`config.mk`:
```
export PLATFORM = sky130hd
export DESIGN_NAME = periph_access
export DESIGN_NICKNAME = d
export VERILOG_FILES = /design/src/design/periph_access_pkg.sv /design/src/design/flag_if.sv /design/src/design/periph_access.sv /design/src/design/flag_bank.sv
export SDC_FILE = /design/constraint.sdc
export NUM_CORES = 1
export LEC_CHECK = 0
export ABC_CLOCK_PERIOD_IN_PS = 5100
export BUFFER_PORTS_ARGS = -buffer_cell sky130_fd_sc_hd__buf_2
export CORE_AREA = 5 5 168 170
export CTS_CLUSTER_DIAMETER = 100
export DETAILED_ROUTE_END_ITERATION = 7
export DIE_AREA = 0 0 173 175
export PLACE_DENSITY = 0.54
export REMOVE_ABC_BUFFERS = 1
export SLEW_MARGIN = 10
export SYNTH_ARGS = -nofsm -noshare
export SYNTH_HDL_FRONTEND = slang
export SYNTH_SLANG_ARGS = --single-unit
export TNS_END_PERCENT = 50
```
`constraint.sdc`:
```
create_clock -name mclk -period 5.1 [get_ports mclk]
set_clock_uncertainty 0.1 [all_clocks]
set_input_delay 0.255 -clock mclk [delete_from_list [all_inputs] [get_ports mclk]]
set_output_delay 0.255 -clock mclk [all_outputs]
set_load 0.05 [all_outputs]
```
`src/design/periph_access_pkg.sv`:
```
package periph_access_pkg;

  // Access port geometry.
  localparam int ADDR_W    = 14;
  localparam int DATA_W    = 32;
  localparam int GHOST_BIT = 13;
  localparam int OFFS_W    = 13;

  // Word offsets inside the peripheral window, as byte addresses.
  localparam logic [12:0] OFF_SPLIT_SET  = 13'h0000;
  localparam logic [12:0] OFF_SPLIT_CLR  = 13'h0004;
  localparam logic [12:0] OFF_SPLIT_STAT = 13'h0008;
  localparam logic [12:0] OFF_TEST_MODE  = 13'h000C;
  localparam logic [12:0] OFF_NIRQ_VEC   = 13'h0010;
  localparam logic [12:0] OFF_FIRQ_VEC   = 13'h0014;
  localparam logic [12:0] OFF_CONV_RES   = 13'h0018;
  localparam logic [12:0] OFF_CONV_STAT  = 13'h001C;
  localparam logic [12:0] OFF_SER_STAT   = 13'h0020;
  localparam logic [12:0] OFF_SER_RHR    = 13'h0024;
  localparam logic [12:0] OFF_CAPT_RES   = 13'h0028;
  localparam logic [12:0] OFF_CAPT_STAT  = 13'h002C;
  localparam logic [12:0] OFF_SPI_STAT   = 13'h0030;
  localparam logic [12:0] OFF_SPI_RX_DATA_REG    = 13'h0034;
  localparam logic [12:0] OFF_PIO_STAT   = 13'h0038;
  localparam logic [12:0] OFF_TMR_STAT   = 13'h003C;

  // Key-protected test register layout.
  localparam int          TEST_KEY_LSB = 16;
  localparam logic [15:0] TEST_KEY     = 16'hD64A;
  localparam int          TEST_EN_BIT  = 1;

  // Reset values.
  localparam logic [31:0] SPLIT_RST = 32'h0000_0000;
  localparam logic [31:0] RD_RST    = 32'h0000_0000;

  // Widths of each flag group.
  localparam int IRQ_W  = 2;
  localparam int CONV_W = 1;
  localparam int SER_W  = 7;
  localparam int CAPT_W = 1;
  localparam int SPI_W  = 12;
  localparam int PIO_W  = 32;
  localparam int TMR_W  = 11;

  // Base of each group in the flat flag vector.
  localparam int IRQ_B  = 0;
  localparam int CONV_B = IRQ_B + IRQ_W;
  localparam int SER_B  = CONV_B + CONV_W;
  localparam int CAPT_B = SER_B + SER_W;
  localparam int SPI_B  = CAPT_B + CAPT_W;
  localparam int PIO_B  = SPI_B + SPI_W;
  localparam int TMR_B  = PIO_B + PIO_W;
  localparam int FLAG_W = TMR_B + TMR_W;

  // Interrupt controller pending bits.
  localparam int IRQ_NORMAL = 0;
  localparam int IRQ_FAST   = 1;

  // Serial status bits.
  localparam int SER_RX_READY = 0;
  localparam int SER_RX_END   = 1;
  localparam int SER_TX_END   = 2;
  localparam int SER_IDLE     = 3;
  localparam int SER_SCK_LVL  = 4;
  localparam int SER_TXD_LVL  = 5;
  localparam int SER_RXD_LVL  = 6;
  localparam logic [SER_W-1:0] SER_STAT_CLR = 7'h7E;

  // SPI status bits; bits 8 to 11 are chip selects 0 to 3.
  localparam int SPI_RX_FULL  = 0;
  localparam int SPI_MODE_FLT = 1;
  localparam int SPI_OVERRUN  = 2;
  localparam int SPI_RX_END   = 3;
  localparam int SPI_TX_END   = 4;
  localparam int SPI_SPCK_LVL = 5;
  localparam int SPI_MISO_LVL = 6;
  localparam int SPI_MOSI_LVL = 7;
  localparam int SPI_CS0_LVL  = 8;
  localparam logic [SPI_W-1:0] SPI_STAT_CLR = 12'hFFE;

  // Timer status bits.
  localparam int TMR_OVF   = 0;
  localparam int TMR_LOVR  = 1;
  localparam int TMR_CMPA  = 2;
  localparam int TMR_CMPB  = 3;
  localparam int TMR_CMPC  = 4;
  localparam int TMR_LDA   = 5;
  localparam int TMR_LDB   = 6;
  localparam int TMR_ETRG  = 7;
  localparam int TMR_PINA  = 8;
  localparam int TMR_PINB  = 9;
  localparam int TMR_CLKIN = 10;
  localparam logic [TMR_W-1:0] TMR_CAPT_CLR = 11'h7F3;
  localparam logic [TMR_W-1:0] TMR_WAVE_CLR = 11'h79D;

endpackage : periph_access_pkg

```
`src/design/flag_if.sv`:
```
`timescale 1ns/1ps
`default_nettype none

// Carries hardware set events and read clears to the flag bank, and the flags back.
interface flag_if;
  import periph_access_pkg::*;
  logic [FLAG_W-1:0] setEv;
  logic [FLAG_W-1:0] clrReq;
  logic [FLAG_W-1:0] flags;
  modport bank (input setEv, input clrReq, output flags);
  modport user (output setEv, output clrReq, input flags);
endinterface : flag_if

`default_nettype wire

```
`src/design/periph_access.sv`:
```
// Functional notes
// - Set address write forces ones where written.
// - Clear address write forces zeros where written.
// - State address read returns current split bits.
// - Test enable changes only with matching key.
// - Ghost window mirrors reads without side effects.
// - Ghost decoded from address bit thirteen set.
// - Ghost mirror covers every module register.
// - Normal vector read clears normal pending request.
// - Fast vector read clears fast pending request.
// - Converter result read clears conversion done.
// - Serial status read clears idle, ends, lines.
// - Serial holding read clears receive ready.
// - Capture result read clears capture valid.
// - SPI status read clears faults, ends, lines.
// - SPI data read clears receive full.
// - Parallel status read clears all set bits.
// - Capture-mode timer read clears its listed flags.
// - Waveform-mode timer read clears its listed flags.
`timescale 1ns/1ps
`default_nettype none

module periph_access
  import periph_access_pkg::*;
(
  input  wire logic              mclk,
  input  wire logic              rst,
  input  wire logic              reqValid,
  input  wire logic              reqWrite,
  input  wire logic [ADDR_W-1:0] reqAddr,
  input  wire logic [DATA_W-1:0] reqWdata,
  input  wire logic [FLAG_W-1:0] flagSet,
  input  wire logic              timerWaveMode,
  input  wire logic [DATA_W-1:0] normalVector,
  input  wire logic [DATA_W-1:0] fastVector,
  input  wire logic [DATA_W-1:0] convResult,
  input  wire logic [DATA_W-1:0] serRxData,
  input  wire logic [DATA_W-1:0] captResult,
  input  wire logic [DATA_W-1:0] spiRxData,
  output logic                   rdValid_r,
  output logic      [DATA_W-1:0] rdData_r,
  output logic      [DATA_W-1:0] splitState_r,
  output logic                   testMode_r,
  output logic      [FLAG_W-1:0] flags
);

  flag_if fl ();

  logic              isRead;
  logic              isWrite;
  logic              isGhost;
  logic [OFFS_W-1:0] offs;
  logic [DATA_W-1:0] rdData_nxt;
  logic [FLAG_W-1:0] clrReq;
  logic [TMR_W-1:0]  tmrClrMask;

  // Decode; bit thirteen only selects the side-effect free mirror, offsets are shared.
  assign isRead  = reqValid && !reqWrite;
  assign isWrite = reqValid && reqWrite;
  assign isGhost = reqAddr[GHOST_BIT];
  assign offs    = reqAddr[OFFS_W-1:0];

  // Split register: set and clear ports only touch bits written as one.
  always_ff @(posedge mclk or posedge rst) begin
    if (rst) begin
      splitState_r <= SPLIT_RST;
    end else if (isWrite && !isGhost && offs == OFF_SPLIT_SET) begin
      splitState_r <= splitState_r | reqWdata;
    end else if (isWrite && !isGhost && offs == OFF_SPLIT_CLR) begin
      splitState_r <= splitState_r & ~reqWdata;
    end
  end

  // Key-protected test enable; a wrong key leaves it untouched, so stray writes are harmless.
  always_ff @(posedge mclk or posedge rst) begin
    if (rst) begin
      testMode_r <= 1'b0;
    end else if (isWrite && !isGhost && offs == OFF_TEST_MODE
                 && reqWdata[TEST_KEY_LSB +: 16] == TEST_KEY) begin
      testMode_r <= reqWdata[TEST_EN_BIT];
    end
  end

  // Timer clear set depends on the channel mode at the time of the read.
  assign tmrClrMask = timerWaveMode ? TMR_WAVE_CLR : TMR_CAPT_CLR;

  // Read side effects; none from the ghost window so a debugger can look without disturbing.
  always_comb begin
    clrReq = '0;
    if (isRead && !isGhost) begin
      unique case (offs)
        OFF_NIRQ_VEC:  clrReq[IRQ_B + IRQ_NORMAL] = 1'b1;
        OFF_FIRQ_VEC:  clrReq[IRQ_B + IRQ_FAST] = 1'b1;
        OFF_CONV_RES:  clrReq[CONV_B] = 1'b1;
        OFF_SER_STAT:  clrReq[SER_B +: SER_W] = SER_STAT_CLR;
        OFF_SER_RHR:   clrReq[SER_B + SER_RX_READY] = 1'b1;
        OFF_CAPT_RES:  clrReq[CAPT_B] = 1'b1;
        OFF_SPI_STAT:  clrReq[SPI_B +: SPI_W] = SPI_STAT_CLR;
        OFF_SPI_RX_DATA_REG:   clrReq[SPI_B + SPI_RX_FULL] = 1'b1;
        OFF_PIO_STAT:  clrReq[PIO_B +: PIO_W] = {PIO_W{1'b1}};
        OFF_TMR_STAT:  clrReq[TMR_B +: TMR_W] = tmrClrMask;
        default:       clrReq = '0;
      endcase
    end
  end

  assign fl.setEv  = flagSet;
  assign fl.clrReq = clrReq;

  flag_bank uFlags (
    .mclk (mclk),
    .rst  (rst),
    .fl   (fl.bank)
  );

  assign flags = fl.flags;

  // Read mux, shared by normal and ghost windows; unmapped offsets read as zero.
  always_comb begin
    rdData_nxt = '0;
    unique case (offs)
      OFF_SPLIT_STAT: rdData_nxt = splitState_r;
      OFF_TEST_MODE:  rdData_nxt[TEST_EN_BIT] = testMode_r;
      OFF_NIRQ_VEC:   rdData_nxt = normalVector;
      OFF_FIRQ_VEC:   rdData_nxt = fastVector;
      OFF_CONV_RES:   rdData_nxt = convResult;
      OFF_CONV_STAT:  rdData_nxt[CONV_W-1:0] = fl.flags[CONV_B +: CONV_W];
      OFF_SER_STAT:   rdData_nxt[SER_W-1:0] = fl.flags[SER_B +: SER_W];
      OFF_SER_RHR:    rdData_nxt = serRxData;
      OFF_CAPT_RES:   rdData_nxt = captResult;
      OFF_CAPT_STAT:  rdData_nxt[CAPT_W-1:0] = fl.flags[CAPT_B +: CAPT_W];
      OFF_SPI_STAT:   rdData_nxt[SPI_W-1:0] = fl.flags[SPI_B +: SPI_W];
      OFF_SPI_RX_DATA_REG:    rdData_nxt = spiRxData;
      OFF_PIO_STAT:   rdData_nxt = fl.flags[PIO_B +: PIO_W];
      OFF_TMR_STAT:   rdData_nxt[TMR_W-1:0] = fl.flags[TMR_B +: TMR_W];
      default:        rdData_nxt = '0;
    endcase
  end

  // Read answer one cycle after the request; the value is the one before any clear.
  always_ff @(posedge mclk or posedge rst) begin
    if (rst) begin
      rdValid_r <= 1'b0;
      rdData_r  <= RD_RST;
    end else begin
      rdValid_r <= isRead;
      if (isRead) begin
        rdData_r <= rdData_nxt;
      end
    end
  end

endmodule : periph_access

`default_nettype wire

```
`src/design/flag_bank.sv`:
```
`timescale 1ns/1ps
`default_nettype none

module flag_bank
  import periph_access_pkg::*;
(
  input  wire logic mclk,
  input  wire logic rst,
  flag_if.bank      fl
);

  // One sticky flag per bit; a set in the same cycle as a clear wins so no event is lost.
  for (genvar i = 0; i < FLAG_W; i++) begin : gFlag
    always_ff @(posedge mclk or posedge rst) begin
      if (rst) begin
        fl.flags[i] <= 1'b0;
      end else if (fl.setEv[i]) begin
        fl.flags[i] <= 1'b1;
      end else if (fl.clrReq[i]) begin
        fl.flags[i] <= 1'b0;
      end
    end
  end

endmodule : flag_bank

`default_nettype wire

```
-- Word level (Yosys, flattened, before mapping)
Index checks and enable logic that the tools add are counted.
- register bits after elaboration: 132
- output and inout port bits: 132
- eq/ne operators: 16
- bitwise gates (word level): 3
- muxes and demuxes: 152
- reductions and logical operators: 78
- operators with widths (kind ; number):
    $pmux W20 S8 ; 1
    $mux W1 ; 138
    $reduce_bool A2 Y1 ; 67
    $eq A13 B6 Y1 const B ; 8
    $mux W32 ; 3
    $mux W66 ; 1
    $pmux W5 S11 ; 1
    $eq A13 B5 Y1 const B ; 4
    $pmux W4 S10 ; 1
    $and A32 B32 Y32 ; 1
    $not A32 Y32 ; 1
    $or A32 B32 Y32 ; 1
    $eq A13 B4 Y1 const B ; 2
    $mux W11 ; 2
    $eq A16 B16 Y1 const B ; 1
    $eq A13 B3 Y1 const B ; 1
    $logic_not A13 Y1 ; 1
    $pmux W1 S13 ; 1
    $pmux W1 S12 ; 1
    $pmux W1 S9 ; 1
    $logic_and A1 B1 Y1 ; 8
    $mux W7 ; 1
    $mux W6 ; 1
    $logic_not A1 Y1 ; 2

-- Longest topological paths before layout
- depth in word-level cells: 6
- gate-level depth with buffers: 8
- gate-level depth less buffers: 5

-- By module
From an unflattened synthesis, not the netlist that was laid out.
- cell total of the unflattened synthesis: 818
- area total of the unflattened synthesis: 7822.5 um2
- modules (own cells, without submodules) (module ; area an instance (um2) ; cells each ; sequential area each (um2) ; times used):
    periph_access ; 5424.0 ; 619 ; 1651.6 ; 1
    flag_bank ; 2398.6 ; 199 ; 1651.6 ; 1

-- Worst setup path before layout
No wires, ideal clock.
- path type: input port to flip-flop
- start point: input reqAddr[3]
- end point: register (tool-made name)
- arrival: 1.786 ns
- buffers on the path: 3
- cell stages on the path: 7
- setup slack: 3.089 ns
- required time: 4.875 ns
- setup time: 0.125 ns
- path through: buf_6 > or3_1 > buf_2 > nor4_4 > buf_6 > nand2_1 > mux2_4
- RTL lines (element ; line ; source):
    from (decl) ; periph_access.sv:30 ; input wire logic [ADDR_W-1:0] reqAddr,

==> impl_metrics.json <==
{
  "cp_cell_sequence": "buf_2 -> nor3_1 -> nand2_1 -> nor4_4 -> buf_4 -> nand2_1 -> mux2_4",
  "numCtsBuffers": 17,
  "final-hold-violation-count": 0,
  "p_int_mw": 2.009,
  "syn_inst": 740,
  "synth_edf_count": 0,
  "drt-vias-per-instance": 5.511,
  "synth_cell_type_count": 70,
  "yosysTopAreaCellShare_pct": 42.46,
  "nets": 1536,
  "p_clk_share_pct": 47.1,
  "grtUsageTotal_pct": 28.22,
  "switchingPower_mw": 0.7647,
  "tightest_slew_ps": 1174,
  "dpl.hpwl_mm": 34.02,
  "wl_met1_mm": 18.90,
  "die_x_um": 173,
  "finalSetupTns_ps": 0,
  "top_layer": "met5",
  "port_buffers": 440,
  "cts_resized": 0,
  "outcome": "complete, no violations",
  "p_comb_share_pct": 14.8,
  "worst_slack_ps": 2313,
  "antenna_found_initial": 8,
  "ir_worst_vdd_mv": 0.2135,
  "power.total_mw": 2.774,
  "synth_flop_cell": "dfrtp_1",
  "drive_gt1_share_pct": 45.97,
  "slew_viol_final": 0,
  "ant_nets": 0,
  "rsz0062_at_grt": "no",
  "cts_max_level": 4,
  "dr.pass1.iters": 5,
  "dp.cells": 1479,
  "vias": 8741,
  "cts_buffer_depth": 2,
  "synth_area_per_cell_um2": 10.51,
  "pre_cts_slack_ps": 1913,
  "ios": 441,
  "post_cts_buffers": 0,
  "worstSetupEndpointType": "flip-flop",
  "cap_violations": 0,
  "synth_seq_cells": 132,
  "gp_congestion": 0.8680,
  "fmax_mhz": 358.8,
  "grt-ovfl-total": 0,
  "worst-endpoint-required_ps": 5300,
  "cpPeakStageDelay_ps": 880,
  "row_count": 60,
  "min_path_type": "primary input to flip-flop",
  "coreArea_um2": 26580,
  "grt_max_degree": 87,
  "layoutNonFillerInstCount": 1586,
  "cts_root_buf": "clkbuf_16",
  "die_area_um2": 30280,
  "finalWirelength_mm": 44.30,
  "wire_per_inst_um": 27.93,
  "clkTransAtPathRegs_ps": 60,
  "layout_min_cycle_time_ps": 2787,
  "drtIter0Drc": 576,
  "slew_headroom_pct": 21.13,
  "syn_area_um2": 7779,
  "path_buf_inv": 2,
  "yosys-top-cells-area": "dfrtp_1 42%, a21o_1 6.5%, mux2_4 5.8%",
  "syn_to_final_growth_pct": 48.85,
  "crit_fanout": 22,
  "cts_tree": "built",
  "grt_pass1_wl_mm": 63.37,
  "setup_viol": 0,
  "synthArstFlopShare_pct": 100.0,
  "met3_length_mm": 3.428,
  "slowest_stage": "nor4_4",
  "power.leakage_nw": 5.155,
  "ys_seq_area_share_pct": 42.46,
  "period_share_pct": 54.65,
  "path_common_cell": "nand2_1",
  "ctsHoldBuffers": 70,
  "grt_pass1_vias": 9155,
  "ys_warn_count": 0,
  "seq_power_share_pct": 38.1,
  "p_per_area_nw_per_um2": 239.5,
  "critPathTopFamily": "simple AND/OR/NAND/NOR gates",
  "crit_type": "primary input to flip-flop",
  "start_kind": "primary input",
  "switching_share_pct": 27.57,
  "start_util_pct": 29.27,
  "synth_top_area_cell": "dfrtp_1",
  "critPathArrivalTime_ps": 2990,
  "wl_met2_mm": 20.98,
  "clkLatencyLatePin_ps": 430,
  "drc": 0,
  "die_h_um": 175,
  "cts.sinks": 132
}
## tightest hold or removal path, delay by kind of cell
kind,cells,cell delay (ps)
AO/OA/AOI/OAI,2,170
buffers and inverters,1,80
## layout by cell type, fill, tap and decap left out, drive strengths merged, types with 6 or more instances in the layout
master / instances
nor3: 15
a22oi: 58
o31ai: 6
clkbuf: 17
o22ai: 8
o21ai: 27
nand3: 14
dlygate4sd3: 70
nor4b: 6
a22o: 16
dfrtp: 132
or4: 7
mux2i: 36
a221oi: 12
nand4: 7
o2bb2ai: 8
mux2: 44
nor4: 14
a21oi: 18
buf: 461
nand2: 78
a211oi: 6
a21o: 67
inv: 7
nor2: 23
o32ai: 6
## path summary, 6_finish.rpt
kind	from	endpoint	slack, ps	cells past startpoint
min in group asynchronous	rst	uFlags.fl.flags[42]$_DFFE_PP0P_	370	3
worst min-delay path	serRxData[7]	rdData_r[7]$_DFFE_PP0P_	20	3
worst max-delay path	reqAddr[8]	flip-flop	2310	7
worst max register to register	uFlags.fl.flags[23]$_DFFE_PP0P_	rdData_r[0]$_DFFE_PP0P_	3240	4
worst min register to register	uFlags.fl.flags[0]$_DFFE_PP0P_	uFlags.fl.flags[0]$_DFFE_PP0P_	370	1
max in group asynchronous	rst	rdData_r[8]$_DFFE_PP0P_	3370	4
## power groups by stage
stage	registers (mW)	logic, mW	clock network [mW]
after floorplan	1.10	0.109	0
after global placement	1.08	0.364	0
after detailed placement	1.08	0.364	0
after CTS	1.06	0.408	1.32
after global routing	1.06	0.439	1.37
final	1.06	0.410	1.31
## synth_stat cells, drive strengths merged (2+ instances only)
| master | instances |
|---|---|
| a22oi | 58 |
| o211ai | 4 |
| nand3b | 2 |
| a21oi | 18 |
| and2 | 3 |
| inv | 3 |
| a2bb2oi | 4 |
| a221oi | 12 |
| a31oi | 5 |
| or4b | 4 |
| o31ai | 6 |
| o21ai | 27 |
| or3 | 3 |
| or4 | 7 |
| a222oi | 5 |
| a21o | 67 |
| buf | 38 |
| o22ai | 8 |
| nor2 | 23 |
| mux2i | 36 |
| nor4bb | 2 |
| nor4b | 6 |
| o2bb2ai | 8 |
| nand2b | 3 |
| nor2b | 4 |
| nor4 | 14 |
| or2 | 5 |
| a32oi | 4 |
| o32ai | 6 |
| nor3 | 15 |
| nand4 | 7 |
| clkbuf | 25 |
| mux2 | 44 |
| dfrtp | 132 |
| nand3 | 14 |
| mux4 | 2 |
| nand2 | 78 |
| a22o | 16 |
| a211oi | 6 |
## layout make-up
type                       count  area, um2
fill                        2672      15000
multi-input combinational    542       4155
sequential                   132       3303
timing repair buffer         531       3060
tap                          341      426.7
clock buffer                  17      425.4
clock inverter                15      178.9
inverter                       3      16.27
antenna                        5      12.51
## per-stage QoR
step	cell area (um2)	utilization, %	hold WS, ps
4_1_cts	11570	43.52	8.572
3_3_place_gp	10260	38.61	331.9
2_1_floorplan	7423	-	247.3
5_1_grt	11570	43.55	31.54
6_report	11580	43.57	23.22
3_5_place_dp	10260	38.61	334.9
## cell families after synthesis
family | synth area share [%]
mux | 13.03
flops | 42.46
simple gates | 14.94
compound gates | 24.85
buf+inv | 4.713
## layer usage
layer	vias up	global-route usage (%)
met3	59	6.729
met5	-	0
met4	8	7.616
li1	3849	-
met2	478	46.10
met1	4347	37.65
Power figures use the tool's default switching activity.
